File: config.mk
export PLATFORM = sky130hd
export DESIGN_NAME = half_bridge_fault_supervisor
export DESIGN_NICKNAME = d
export VERILOG_FILES = /design/src/bridge_supervisor_pkg.sv /design/src/half_bridge_fault_supervisor.sv
export SDC_FILE = /design/constraint.sdc
export NUM_CORES = 1
export LEC_CHECK = 0
export ABC_CLOCK_PERIOD_IN_PS = 2300
export BUFFER_PORTS_ARGS = -buffer_cell sky130_fd_sc_hd__buf_2
export CORE_MARGIN = 10
export CORE_UTILIZATION = 25
export CTS_CLUSTER_SIZE = 16
export DETAILED_ROUTE_END_ITERATION = 16
export PLACE_DENSITY = 0.39
export SYNTH_ARGS = -nofsm -noshare
export SYNTH_HDL_FRONTEND = slang
export SYNTH_SLANG_ARGS = --single-unit
File: constraint.sdc
create_clock -name clock -period 2.3 [get_ports clock]
set_input_delay 0.115 -clock clock [delete_from_list [all_inputs] [get_ports clock]]
set_output_delay 0.115 -clock clock [all_outputs]
set_load 0.05 [all_outputs]
File: src/bridge_supervisor_pkg.sv
`default_nettype none

package bridge_supervisor_pkg;

	// register byte offsets on the AXI4-Lite bus
	localparam logic [7:0] BRIDGE_ACTIVATION_CTRL = 8'h00;
	localparam logic [7:0] GLOBAL_STATUS_ONE = 8'h04;
	localparam logic [7:0] OVERCURRENT_STATUS_REG = 8'h08;
	localparam logic [7:0] OPEN_LOAD_STATUS_REG = 8'h0C;
	localparam int ADDR_W = 8;

	// global status bit positions
	localparam int THERMAL_PREWARN_BIT = 1;
	localparam int THERMAL_CUTOFF_BIT = 2;
	localparam int SUPPLY_HIGH_BIT = 4;
	localparam int SUPPLY_LOW_BIT = 5;
	localparam int LOAD_FAULT_BIT = 6;

	// switch vector layout: bit 2n is the high side of bridge n, bit 2n+1 its low side
	localparam int BRIDGES = 4;
	localparam int SWITCHES = 2 * BRIDGES;
	localparam logic [7:0] CTRL_RESET = 8'h00;
	localparam logic [7:0] STATUS_RESET = 8'h00;

	localparam logic [1:0] RESP_OKAY = 2'h0;
	localparam logic [1:0] RESP_SLVERR = 2'h2;

	// timing: clock period and filter times in ns
	localparam int CLOCK_PERIOD_NS = 8;
	localparam int OVERCURRENT_FILTER_TIME_NS = 10000;
	localparam int OPEN_LOAD_FILTER_TIME_NS = 2000000;
	// least times round up to whole cycles
	localparam int OVERCURRENT_FILTER_CYCLES =
		(OVERCURRENT_FILTER_TIME_NS + CLOCK_PERIOD_NS - 1) / CLOCK_PERIOD_NS;
	localparam int OPEN_LOAD_FILTER_CYCLES =
		(OPEN_LOAD_FILTER_TIME_NS + CLOCK_PERIOD_NS - 1) / CLOCK_PERIOD_NS;

endpackage

`default_nettype wire

File: src/half_bridge_fault_supervisor.sv
// What this block does
// - overcurrent held for the filter time latches the switch off and sets its bit.
// - any overcurrent or open-load detection also sets the load fault summary bit 6.
// - a switch stays off while its overcurrent bit is set; clearing re-enables it.
// - overcurrent, thermal shutdown and supply faults force outputs high impedance; stored enable bits stay unchanged.
// - open load latches its bit and summary; output drive is left unchanged.
// - overcurrent bits in second status register, open-load bits in third.
// - temperature pre-warning latches bit 1; outputs keep their state.
// - thermal shutdown latches bit 2; all outputs off until that flag is cleared.
// - supply undervoltage latches bit 5, outputs off, auto recovery when supply returns.
// - supply overvoltage latches bit 4, outputs off, auto recovery when supply returns.
// - open load set only if an active switch stays under threshold for filter time.
// - pre-warning flag clears only by software, never by the temperature falling.
`timescale 1ns/1ps
`default_nettype none

module half_bridge_fault_supervisor
	import bridge_supervisor_pkg::*;
#(
	parameter int OcFilterCycles = OVERCURRENT_FILTER_CYCLES,
	parameter int OlFilterCycles = OPEN_LOAD_FILTER_CYCLES
) (
	input wire logic clock,
	input wire logic rst_b,
	input wire logic awvalid,
	output logic awready,
	input wire logic [ADDR_W-1:0] awaddr,
	input wire logic [2:0] awprot,
	input wire logic wvalid,
	output logic wready,
	input wire logic [31:0] wdata,
	input wire logic [3:0] wstrb,
	output logic bvalid,
	input wire logic bready,
	output logic [1:0] bresp,
	input wire logic arvalid,
	output logic arready,
	input wire logic [ADDR_W-1:0] araddr,
	input wire logic [2:0] arprot,
	output logic rvalid,
	input wire logic rready,
	output logic [31:0] rdata,
	output logic [1:0] rresp,
	input wire logic [SWITCHES-1:0] overcurrentSense,
	input wire logic [SWITCHES-1:0] openLoadSense,
	input wire logic thermalWarnSense,
	input wire logic thermalCutoffSense,
	input wire logic supplyLowSense,
	input wire logic supplyHighSense,
	output logic [BRIDGES-1:0] highSideDrive,
	output logic [BRIDGES-1:0] lowSideDrive
);

	localparam int OC_W = $clog2(OcFilterCycles + 1);
	localparam int OL_W = $clog2(OlFilterCycles + 1);

	if (OcFilterCycles < 1 || OlFilterCycles < 1) begin : bad_filter
		$error("filter cycle counts must be at least one");
	end

	function automatic logic hits(input logic [ADDR_W-1:0] addr, input logic [7:0] offset);
		hits = addr[ADDR_W-1:2] == offset[ADDR_W-1:2];
	endfunction

	function automatic logic mapped(input logic [ADDR_W-1:0] addr);
		mapped = hits(addr, BRIDGE_ACTIVATION_CTRL) || hits(addr, GLOBAL_STATUS_ONE) ||
			hits(addr, OVERCURRENT_STATUS_REG) || hits(addr, OPEN_LOAD_STATUS_REG);
	endfunction

	// stored enables: bit 2n high_side_drive_on_n, bit 2n+1 low_side_drive_on_n
	logic [SWITCHES-1:0] bridgeActivation;
	logic [SWITCHES-1:0] overcurrentStatus;
	logic [SWITCHES-1:0] openLoadStatus;
	logic thermalPrewarnFlag;
	logic thermalCutoffFlag;
	logic supplyLowFlag;
	logic supplyHighFlag;
	logic loadFaultSummary;
	logic [SWITCHES-1:0] gateOn;
	logic [SWITCHES-1:0] allowed;
	logic [SWITCHES-1:0] ocActive;
	logic [SWITCHES-1:0] ocFire;
	logic [SWITCHES-1:0] olActive;
	logic [SWITCHES-1:0] olFire;
	logic [OC_W-1:0] ocCount [SWITCHES];
	logic [OL_W-1:0] olCount [SWITCHES];

	// ---------------- AXI4-Lite slave ----------------
	logic awHeld;
	logic wHeld;
	logic [ADDR_W-1:0] writeAddr;
	logic [31:0] writeData;
	logic [3:0] writeStrb;
	logic doWrite;
	logic [7:0] clearMask;
	logic wrCtrl;
	logic wrGlobal;
	logic wrOc;
	logic wrOl;

	assign awready = !awHeld && !bvalid;
	assign wready = !wHeld && !bvalid;
	assign arready = !rvalid;
	assign doWrite = awHeld && wHeld && !bvalid;
	// only the low byte lane carries register bits
	assign clearMask = writeStrb[0] ? writeData[7:0] : 8'h00;
	assign wrCtrl = doWrite && hits(writeAddr, BRIDGE_ACTIVATION_CTRL) && writeStrb[0];
	assign wrGlobal = doWrite && hits(writeAddr, GLOBAL_STATUS_ONE);
	assign wrOc = doWrite && hits(writeAddr, OVERCURRENT_STATUS_REG);
	assign wrOl = doWrite && hits(writeAddr, OPEN_LOAD_STATUS_REG);

	always_ff @(posedge clock or negedge rst_b) begin
		if (!rst_b) begin
			awHeld <= 1'b0;
			writeAddr <= '0;
		end else if (awvalid && awready) begin
			awHeld <= 1'b1;
			writeAddr <= awaddr;
		end else if (doWrite) begin
			awHeld <= 1'b0;
		end
	end

	always_ff @(posedge clock or negedge rst_b) begin
		if (!rst_b) begin
			wHeld <= 1'b0;
			writeData <= 32'h0000_0000;
			writeStrb <= 4'h0;
		end else if (wvalid && wready) begin
			wHeld <= 1'b1;
			writeData <= wdata;
			writeStrb <= wstrb;
		end else if (doWrite) begin
			wHeld <= 1'b0;
		end
	end

	always_ff @(posedge clock or negedge rst_b) begin
		if (!rst_b) begin
			bvalid <= 1'b0;
			bresp <= RESP_OKAY;
		end else if (doWrite) begin
			bvalid <= 1'b1;
			bresp <= mapped(writeAddr) ? RESP_OKAY : RESP_SLVERR;
		end else if (bready) begin
			bvalid <= 1'b0;
		end
	end

	always_ff @(posedge clock or negedge rst_b) begin
		if (!rst_b) begin
			rvalid <= 1'b0;
			rdata <= 32'h0000_0000;
			rresp <= RESP_OKAY;
		end else if (arvalid && arready) begin
			rvalid <= 1'b1;
			rresp <= mapped(araddr) ? RESP_OKAY : RESP_SLVERR;
			rdata <= 32'h0000_0000;
			if (hits(araddr, BRIDGE_ACTIVATION_CTRL)) begin
				rdata[SWITCHES-1:0] <= bridgeActivation;
			end else if (hits(araddr, GLOBAL_STATUS_ONE)) begin
				rdata[THERMAL_PREWARN_BIT] <= thermalPrewarnFlag;
				rdata[THERMAL_CUTOFF_BIT] <= thermalCutoffFlag;
				rdata[SUPPLY_HIGH_BIT] <= supplyHighFlag;
				rdata[SUPPLY_LOW_BIT] <= supplyLowFlag;
				rdata[LOAD_FAULT_BIT] <= loadFaultSummary;
			end else if (hits(araddr, OVERCURRENT_STATUS_REG)) begin
				rdata[SWITCHES-1:0] <= overcurrentStatus;
			end else if (hits(araddr, OPEN_LOAD_STATUS_REG)) begin
				rdata[SWITCHES-1:0] <= openLoadStatus;
			end
		end else if (rready) begin
			rvalid <= 1'b0;
		end
	end

	// ---------------- control register ----------------
	// faults never touch this register, only the software write does
	always_ff @(posedge clock or negedge rst_b) begin
		if (!rst_b) begin
			bridgeActivation <= CTRL_RESET;
		end else if (wrCtrl) begin
			bridgeActivation <= writeData[SWITCHES-1:0];
		end
	end

	// ---------------- per-switch filters ----------------
	for (genvar i = 0; i < SWITCHES; i++) begin : switch_filter
		assign ocActive[i] = overcurrentSense[i] && gateOn[i] && !overcurrentStatus[i];
		assign ocFire[i] = ocActive[i] && ocCount[i] == OC_W'(OcFilterCycles - 1);
		assign olActive[i] = openLoadSense[i] && gateOn[i] && !openLoadStatus[i];
		assign olFire[i] = olActive[i] && olCount[i] == OL_W'(OlFilterCycles - 1);

		always_ff @(posedge clock or negedge rst_b) begin
			if (!rst_b) begin
				ocCount[i] <= '0;
			end else if (!ocActive[i] || ocFire[i]) begin
				ocCount[i] <= '0;
			end else begin
				ocCount[i] <= ocCount[i] + 1'b1;
			end
		end

		always_ff @(posedge clock or negedge rst_b) begin
			if (!rst_b) begin
				olCount[i] <= '0;
			end else if (!olActive[i] || olFire[i]) begin
				olCount[i] <= '0;
			end else begin
				olCount[i] <= olCount[i] + 1'b1;
			end
		end
	end

	// ---------------- status flags: set wins over a write-one clear ----------------
	always_ff @(posedge clock or negedge rst_b) begin
		if (!rst_b) begin
			overcurrentStatus <= STATUS_RESET;
		end else begin
			overcurrentStatus <= (overcurrentStatus & ~(wrOc ? clearMask : 8'h00)) | ocFire;
		end
	end

	always_ff @(posedge clock or negedge rst_b) begin
		if (!rst_b) begin
			openLoadStatus <= STATUS_RESET;
		end else begin
			openLoadStatus <= (openLoadStatus & ~(wrOl ? clearMask : 8'h00)) | olFire;
		end
	end

	always_ff @(posedge clock or negedge rst_b) begin
		if (!rst_b) begin
			loadFaultSummary <= 1'b0;
		end else if (|(ocFire | olFire)) begin
			loadFaultSummary <= 1'b1;
		end else if (wrGlobal && clearMask[LOAD_FAULT_BIT]) begin
			loadFaultSummary <= 1'b0;
		end
	end

	// thermal and supply sensors are levels; the flags stay latched until cleared
	always_ff @(posedge clock or negedge rst_b) begin
		if (!rst_b) begin
			thermalPrewarnFlag <= 1'b0;
		end else if (thermalWarnSense) begin
			thermalPrewarnFlag <= 1'b1;
		end else if (wrGlobal && clearMask[THERMAL_PREWARN_BIT]) begin
			thermalPrewarnFlag <= 1'b0;
		end
	end

	always_ff @(posedge clock or negedge rst_b) begin
		if (!rst_b) begin
			thermalCutoffFlag <= 1'b0;
		end else if (thermalCutoffSense) begin
			thermalCutoffFlag <= 1'b1;
		end else if (wrGlobal && clearMask[THERMAL_CUTOFF_BIT]) begin
			thermalCutoffFlag <= 1'b0;
		end
	end

	always_ff @(posedge clock or negedge rst_b) begin
		if (!rst_b) begin
			supplyLowFlag <= 1'b0;
		end else if (supplyLowSense) begin
			supplyLowFlag <= 1'b1;
		end else if (wrGlobal && clearMask[SUPPLY_LOW_BIT]) begin
			supplyLowFlag <= 1'b0;
		end
	end

	always_ff @(posedge clock or negedge rst_b) begin
		if (!rst_b) begin
			supplyHighFlag <= 1'b0;
		end else if (supplyHighSense) begin
			supplyHighFlag <= 1'b1;
		end else if (wrGlobal && clearMask[SUPPLY_HIGH_BIT]) begin
			supplyHighFlag <= 1'b0;
		end
	end

	// ---------------- output stage ----------------
	// supply faults gate on the live sensor, not the flag, so outputs recover on their own;
	// open-load status is deliberately absent here
	assign allowed = bridgeActivation & ~overcurrentStatus &
		{SWITCHES{!thermalCutoffFlag && !supplyLowSense && !supplyHighSense}};

	always_ff @(posedge clock or negedge rst_b) begin
		if (!rst_b) begin
			gateOn <= '0;
		end else begin
			gateOn <= allowed;
		end
	end

	for (genvar n = 0; n < BRIDGES; n++) begin : bridge_out
		assign highSideDrive[n] = gateOn[2*n];
		assign lowSideDrive[n] = gateOn[2*n+1];
	end

	for (genvar i = 0; i < SWITCHES; i++) begin : switch_check

	end
endmodule

`default_nettype wire

Yosys cells after proc, flatten, opt, wreduce, memory -nomap -nowiden. Cells that the tools add are included.

Register bits: 302. Latch bits: 0. Memory bits (writable): 0. Memory bits (read-only): 0. Input port bits: 85. Output and inout port bits: 49. Word-level logic and storage cells: 269. Memories: 0.

$add $sub $neg: 16. Multipliers: 0. Div/mod/pow operators: 0. Order comparisons: 0. Equality and inequality tests: 22. Shift operators: 0. Muxes and demuxes: 46. Bitwise logic cells: 10. Reduce and logical (&&, ||, !) cells: 140.

Operators by type and width (number): adder 18 x 1 -> 18 bit, second input constant (8); equality test 18 bit, second input constant (8); two-way mux 18 bit (8); adder 11 x 1 -> 11 bit, second input constant (8); equality test 11 bit, second input constant (8); two-way mux 11 bit (8); logical AND 1 bit (67); two-way mux 8 bit (6); zero test 1 bit (39); bitwise AND 8 bit (4); equality test 6 x 2 -> 1 bit, second input constant (4); inverter 8 bit (3); OR 8 bit (3); logical OR 1 bit (22); two-way mux 1 bit (20); nonzero test 2 bit (9); equality test 6 x 1 -> 1 bit, second input constant (2); zero test 6 bit (2); OR reduction 8 bit (1); two-way mux 2 bit (3); two-way mux 3 bit (1).

Logic depth before layout (Yosys ltp). Gate-level depths: netlist of run 1.

Depth after elaboration: 7. Gate-level depth with buffers: 8. Mapped depth without buffers: 7.

Worst setup path after synthesis of run 1. OpenSTA, ideal clock, no wires.

Path type: reg2reg. Start point: reg bvalid. End point: reg writeData[5]. Library setup time: 0.125 ns. Arrival: 2.275 ns. Required time: 2.175 ns. Path slack: -0.100 ns. Cell stages (with the launch flop): 5. Path buffers: 1. Clock period less this slack: 2.400 ns. Cells stage by stage: dfrtp_1 nor2_1 and2_0 clkbuf_1 mux2_2.

Longest elaborated chain between the ends: 3.

RTL lines: start, declared (RTL line half_bridge_fault_supervisor.sv:33) `output logic bvalid,`; start signal, assigned (RTL line half_bridge_fault_supervisor.sv:140) `bvalid <= 1'b0;`; start signal, assigned (RTL line half_bridge_fault_supervisor.sv:143) `bvalid <= 1'b1;`; start signal, assigned (RTL line half_bridge_fault_supervisor.sv:146) `bvalid <= 1'b0;`; zero test 1 bit (RTL line half_bridge_fault_supervisor.sv:102) `assign wready = !wHeld && !bvalid;`; logical AND 1 bit (RTL line half_bridge_fault_supervisor.sv:102); via wready (RTL line half_bridge_fault_supervisor.sv:30) `output logic wready,`; logical AND 1 bit (RTL line half_bridge_fault_supervisor.sv:129) `end else if (wvalid && wready) begin`; end signal, assigned (RTL line half_bridge_fault_supervisor.sv:131) `writeData <= wdata;`; end, declared (RTL line half_bridge_fault_supervisor.sv:92) `logic [31:0] writeData;`.

The timed path passes the listed nets, and every way through them passes these cells. A chain may end at the register's enable or synchronous reset.

Final worst setup path of run 1.
Start point: reg bvalid. End point: reg overcurrentStatus[7].

Longest elaborated chain between the ends: 7.

RTL lines: zero test 1 bit (RTL line half_bridge_fault_supervisor.sv:104) `assign doWrite = awHeld && wHeld && !bvalid;`; logical AND 1 bit (RTL line half_bridge_fault_supervisor.sv:104); logical AND 1 bit (RTL line half_bridge_fault_supervisor.sv:109) `assign wrOc = doWrite && hits(writeAddr, OVERCURRENT_STATUS_REG);`; two-way mux 8 bit (RTL line half_bridge_fault_supervisor.sv:220) `overcurrentStatus <= (overcurrentStatus & ~(wrOc ? clearMask : 8'h00)) | ocFire;`; inverter 8 bit (RTL line half_bridge_fault_supervisor.sv:220); bitwise AND 8 bit (RTL line half_bridge_fault_supervisor.sv:220); OR 8 bit (RTL line half_bridge_fault_supervisor.sv:220); end signal, assigned (RTL line half_bridge_fault_supervisor.sv:220); end, declared (RTL line half_bridge_fault_supervisor.sv:72) `logic [SWITCHES-1:0] overcurrentStatus;`.

Every way passes these cells.

==> results of run 1 <==
==> critical path, delay by kind of cell (launching register included) <==
family             cells  cell delay (ns)
AOI/OAI and AO/OA      1             0.13
and+or+nand+nor        4             1.39
DFF                    1             0.42
==> layout make-up <==
class	count	area (um2)	share of cell area (%)
Sequential cell	298	7460	43.7
Multi-Input combinational cell	1046	6270	36.8
Clock buffer	59	1150	6.75
Timing Repair Buffer	140	1040	6.12
Tap cell	748	936	5.49
Inverter	33	124	0.726
Clock inverter	4	73.8	0.433
Antenna cell	1	2.50	0.0147
==> power by group <==
| group | internal [mW] | switching [mW] |
|---|---|---|
| Combinational | 0.417 | 0.715 |
| Sequential | 5.53 | 0.315 |
| Clock | 3.64 | 2.29 |
| Total | 9.59 | 3.32 |
==> cell usage in the layout (no fill, tap or decap), types with 5 or more instances in the layout <==
| cell type | netlist | layout |
|---|---|---|
| mux2_2 | 10 | 10 |
| nand3b_1 | 15 | 15 |
| nor4_1 | 8 | 8 |
| mux2i_1 | 8 | 8 |
| a21o_1 | 5 | 5 |
| inv_1 | 33 | 33 |
| nand2_1 | 135 | 135 |
| conb_1 | 1 | 26 |
| buf_2 | 7 | 69 |
| o221ai_1 | 5 | 5 |
| nor4bb_1 | 9 | 9 |
| nand3_1 | 92 | 92 |
| dlygate4sd3_1 | 0 | 38 |
| and2_1 | 11 | 11 |
| xnor2_1 | 59 | 59 |
| a21oi_1 | 22 | 22 |
| nor3b_1 | 8 | 8 |
| nor4b_1 | 11 | 11 |
| xor2_1 | 126 | 126 |
| dfrtp_1 | 298 | 298 |
| clkbuf_1 | 11 | 10 |
| clkbuf_16 | 0 | 39 |
| and3b_1 | 7 | 7 |
| nor3_1 | 27 | 27 |
| o21ai_0 | 43 | 43 |
| buf_4 | 28 | 27 |
| ha_1 | 24 | 24 |
| nor2_1 | 249 | 248 |
| clkbuf_8 | 0 | 10 |
| buf_12 | 0 | 5 |
| and3_1 | 31 | 31 |
| or3_1 | 17 | 17 |
| and4_1 | 24 | 24 |
| nand4_1 | 37 | 37 |
==> per-stage QoR <==
step                hold slack (ns)  setup WS, ns  util [%]  power, mW
global route                 0.0462         0.107      30.8       13.5
global placement              0.112         0.221      27.9       7.02
CTS                          0.0220         0.195      30.8       13.2
finish                       0.0501         0.241      30.8       12.9
detailed placement            0.111         0.207      27.9       7.03
floorplan                    -0.181       0.00380         -       6.58
==> routing by layer <==
metal | share of wire (%) | GRT usage, % | wire length (um) | vias up
met5 | 0.052 | 0 | 18 | -
met4 | 2.2 | 3.17 | 785 | 2
met3 | 4.6 | 2.63 | 1590 | 49
met2 | 40 | 15.0 | 14100 | 149
met1 | 53 | 15.5 | 18500 | 4805
li1 | - | - | - | 5029
==> kinds of logic after synthesis <==
| group | synth area share [%] |
|---|---|
| multiplexers | 1.80 |
| buffers and inverters | 2.95 |
| adder cells (fa/ha/maj) | 2.14 |
| flip-flops | 53.1 |
| AND/OR/NAND/NOR | 24.5 |
| XOR/XNOR | 11.5 |
| AO/OA/AOI/OAI | 3.92 |
| other | 0.0267 |
==> state kept, by name, indices dropped and copies added (netlist names), 6 cells and up <==
signal and count:
ocCount 88, writeAddr 6, rdata 8, olCount 144, overcurrentStatus 8, bridgeActivation 8, writeData 8, gateOn 8
openLoadStatus 8
==> how the worst min path moves through the flow <==
| stage | from | end | depth (start not counted) |
|---|---|---|---|
| 2_1_floorplan | rst_b | awHeld | 0 |
| 3_3_place_gp | rst_b | olCount[44] | 1 |
| 3_5_place_dp | rst_b | olCount[44] | 1 |
| 4_1_cts | openLoadSense[7] | openLoadStatus[7] | 4 |
| 5_1_grt | openLoadSense[7] | openLoadStatus[7] | 4 |
| 6_report | openLoadSense[7] | openLoadStatus[7] | 4 |
==> impl_metrics.json, run 1 <==
{
  "maxSlewViolCount": 0,
  "worstPathCellList": "nand3b_1, or4_4, nor2_1, nand2_1, o2bb2ai_1",
  "fin_nets": 1666,
  "arrival_ns": 2.49,
  "stdcell_count": 2329,
  "rows": 86,
  "cts_hold_buf": 38,
  "fp.dieH_um": 257,
  "rsz0062_at_grt": "false",
  "synth_area_um2": 14000,
  "slowest_stage": "or4_4",
  "crit_path_start_kind": "flop",
  "r2r_start": "bvalid",
  "drive_above_1_share_pct": 11.3,
  "antenna_found_initial": 2,
  "vias": 10000,
  "r2r_slack_ns": 0.24,
  "post-route-min-period_ns": 2.06,
  "ctsHtreeMaxLevel": 2,
  "area_growth_pct": 21.5,
  "status": "completed",
  "grt-ovfl-total": 0,
  "reg2reg_to": "overcurrentStatus[7]",
  "synthFlopType": "dfrtp_1",
  "fin_area_um2": 17100,
  "timing.final.crit_share_pct": 89.5,
  "r2r_cells": 5,
  "tritoncts": "yes",
  "post-dp-hpwl_um": 24400,
  "synthDistinctLibCells": 53,
  "root_buffer": "clkbuf_16",
  "synth_edf_count": 0,
  "die_x_um": 257,
  "grt.total_usage_pct": 10.6,
  "boundaryPins": 134,
  "yosys_warnings": 0,
  "synth.top_cells.by_count": "dfrtp_1, nor2_1, nand2_1, xor2_1, nand3_1",
  "synthDominantCellAreaShare_pct": 53.1,
  "synth_cells": 1399,
  "synth_seq_cells": 298,
  "place_area_um2": 15400,
  "drv_cap": 0,
  "clk_pin_slew_ns": 0.06,
  "slew_headroom_pct": 64.1,
  "finalHoldViolations": 0,
  "peakVddDrop_v": 0.000547,
  "clock_path_buffers": 3,
  "drt_iter0_drc": 504,
  "drt-pass1-iter-count": 4,
  "fin_skew_ns": 0.0264,
  "cp-end-kind": "flop",
  "critPathKind": "flop to flop",
  "core-area_um2": 55400,
  "slowest_delay_ns": 0.60,
  "crit_end": "overcurrentStatus[7]",
  "path_max_fanout": 5,
  "wirelength_um": 34900,
  "grt_pass1_wl_um": 57100,
  "synth_largest_area_cell": "dfrtp_1",
  "post_cts_buffers": 0,
  "yosysSeqAreaShare_pct": 53.1,
  "hold_class": "primary input to flop",
  "yosysMostFrequentCell": "dfrtp_1",
  "setup_tns_ns": 0,
  "crit_path_start": "bvalid",
  "dp_cells": 2227,
  "max_freq_ghz": 0.486,
  "synthArstFlopShare_pct": 100,
  "viasPerCell": 4.31,
  "required_ns": 2.73,
  "grt_max_degree": 62,
  "syn_area_per_cell_um2": 10.0,
  "setup_viol": 0,
  "die-area_um2": 66100,
  "globalplace.congestion": 0.772,
  "cts_resized": 0,
  "cts_buffers": 38,
  "wire_per_inst_um": 15.0,
  "worst_pin_slew_ns": 0.537,
  "synthTopCellsByArea": "dfrtp_1, xor2_1, nor2_1",
  "cts_sinks": 298,
  "p_per_area_nw_per_um2": 757,
  "antenna_left": 0,
  "io_buffers": 70,
  "clk_latency_ns": 0.55,
  "initial_core_util_pct": 25.3,
  "drc": 0,
  "grt_pass1_vias": 10200,
  "n_fill_cell": 5725,
  "p_leak_nw": 7.04
}
(Power assumes the default switching activity.)
==> run 2, diff against run 1 <==
- ABC_AREA: default -> 1
==> run 2 against run 1 <==
  * Core utilization is 0.76 points lower
  * Critical path depth grew 1
  * Global-route usage increased by 0.48 points
  * Worst setup slack improved by 0.046 ns
  * Die area rose by 11%
  * Final cell count increased by 26%
  * Synthesized area increased by 12%
==> impl_metrics.json, run 2 <==
{
  "clk_latency_ns": 0.55,
  "root_buffer": "clkbuf_16",
  "layout_commonest_cell": "nand2_1",
  "die-area_um2": 73300,
  "grt.total_usage_pct": 11.1,
  "clk_pin_slew_ns": 0.05,
  "tritoncts": "yes",
  "area_growth_pct": 18.3,
  "post-route-min-period_ns": 2.01,
  "drive_above_1_share_pct": 12.4,
  "synth.top_cells.by_count": "nand2_1, nor2_1, dfrtp_1, inv_1, nand3_1",
  "fp.dieH_um": 271,
  "largest_reg_flops": 144,
  "rsz0062_at_grt": "false",
  "status": "completed",
  "drv_cap": 0,
  "r2r_cells": 6,
  "grt_pass1_vias": 12600,
  "setup_tns_ns": 0,
  "io_buffers": 70,
  "clock_path_buffers": 3,
  "p_leak_nw": 7.75,
  "n_fill_cell": 6697,
  "yosysSeqAreaShare_pct": 47.4,
  "timing.final.crit_share_pct": 87.6,
  "crit_path_start_kind": "flop",
  "grt_pass1_wl_um": 66900,
  "vias": 12500,
  "min_from": "overcurrentSense[5]",
  "min_to": "overcurrentStatus[5]",
  "yosys_warnings": 0,
  "min_path_cells": 5,
  "path_max_fanout": 13,
  "synth_seq_cells": 298,
  "drt_iter0_drc": 615,
  "hold_class": "primary input to flop",
  "grt_max_degree": 73,
  "synth_area_um2": 15700,
  "diodes": 0,
  "peakVddDrop_v": 0.000393,
  "synthDistinctLibCells": 47,
  "p_per_area_nw_per_um2": 730,
  "syn_area_per_cell_um2": 8.13,
  "rows": 91,
  "drt-pass1-iter-count": 5,
  "synthDominantCellAreaShare_pct": 47.4,
  "synth_edf_count": 0,
  "slew_headroom_pct": 53.9,
  "fin_nets": 2169,
  "synth_largest_area_cell": "dfrtp_1",
  "max_freq_ghz": 0.497,
  "mostFrequentLayoutCells": "nand2_1, nor2_1, dfrtp_1, inv_1, nand3_1",
  "antenna_found_initial": 0,
  "cp-end-kind": "flop",
  "globalplace.congestion": 0.805,
  "ctsHtreeMaxLevel": 2,
  "reg2reg_to": "rresp[1]",
  "largest_registers": "olCount x144, ocCount x88",
  "critPathKind": "flop to flop",
  "boundaryPins": 134,
  "r2r_start": "rvalid",
  "wire_per_inst_um": 13.9,
  "synthFlopType": "dfrtp_1",
  "r2r_slack_ns": 0.29,
  "core-area_um2": 61900,
  "synthArstFlopShare_pct": 100,
  "arrival_ns": 2.50,
  "post-dp-hpwl_um": 29200,
  "synth_cells": 1934,
  "cts_sinks": 298,
  "yosysMostFrequentCell": "nand2_1",
  "synthTopCellsByArea": "dfrtp_1, nand2_1, nor2_1",
  "drc": 0,
  "die_x_um": 271,
  "fin_skew_ns": 0.0134,
  "setup_viol": 0,
  "wirelength_um": 40500,
  "worst_pin_slew_ns": 0.689,
  "regMostFlops": "olCount",
  "maxSlewViolCount": 0,
  "power.total_mw": 13.6,
  "finalHoldViolations": 0,
  "grt-ovfl-total": 0,
  "initial_core_util_pct": 25.4,
  "antenna_left": 0,
  "cts_buffers": 40,
  "required_ns": 2.79,
  "viasPerCell": 4.29
}
run 2: layout make-up:
cell class / instances / area, um2 / area share [%]
Clock buffer: 57 / 1180 / 6.33
Clock inverter: 13 / 151 / 0.814
Inverter: 216 / 811 / 4.36
Multi-Input combinational cell: 1397 / 7190 / 38.7
Sequential cell: 298 / 7460 / 40.1
Tap cell: 837 / 1050 / 5.63
Timing Repair Buffer: 107 / 763 / 4.10
run 2: worst max-delay path, cell delays in order (launching register included):
cell and delay (ns):
dfrtp_1 0.37, inv_1 0.08, nand2_1 0.23, inv_1 0.50, nor2_1 0.08, a31oi_1 0.14
dlygate4sd3_1 0.56
run 2: power breakdown:
part | total [mW] | leakage, nW | internal [mW] | switching [mW]
clock | 6.31 | 0.649 | 3.88 | 2.43
combinational | 1.39 | 3.10 | 0.388 | 1.00
sequential | 5.88 | 4.00 | 5.60 | 0.285
total | 13.6 | 7.75 | 9.87 | 3.71
run 2: how the worst max path moves through the flow:
stage	startpoint	depth (start not counted)	endpoint
after floorplan	bvalid	5	wHeld
after global placement	bvalid	6	openLoadStatus[5]
after detailed placement	araddr[5]	6	rdata[4]
after CTS	rvalid	6	rresp[1]
after global routing	rvalid	6	rresp[1]
final	rvalid	6	rresp[1]
run 2: repair_timing:
action | in CTS | in global routing
hold buffers | 30 | 0
gates resized for setup | 0 | 0
setup buffers | 0 | 0
endpoints found under the hold margin | 325 | 0
run 2: kinds of logic (layout without fill, tap and decap cells):
group	after synthesis	in the layout	share of synthesized area [%]
DFF	298	298	47.4
adders and majority gates	24	24	1.91
buffers and inverters	264	393	7.43
muxes	5	5	0.358
AOI/OAI and AO/OA	151	151	5.43
xor gates and xnor gates	64	64	3.57
other	1	26	0.0239
and+or+nand+nor	1127	1127	33.8
run 2: per-stage QoR:
| stage | hold slack [ns] | area (um2) | util, % | std cells | setup WS [ns] |
|---|---|---|---|---|---|
| 2_1_floorplan | -0.181 | 15800 | - | 1959 | 0.117 |
| 3_3_place_gp | 0.0649 | 17000 | 27.4 | 2825 | 0.446 |
| 3_5_place_dp | 0.0777 | 17000 | 27.4 | 2825 | 0.439 |
| 4_1_cts | 0.0289 | 18600 | 30.0 | 2925 | 0.292 |
| 5_1_grt | 0.0924 | 18600 | 30.0 | 2925 | 0.0983 |
| 6_report | 0.0461 | 18600 | 30.0 | 2925 | 0.286 |
run 2: layer usage:
metal  routed length [um]  up-vias  global-route usage [%]
met4                 1000        0                    3.70
met5                    0        -                       0
met3                 1320       60                    1.88
met1                20400     5899                    15.4
met2                17800      155                    17.2
li1                     -     6431                       -
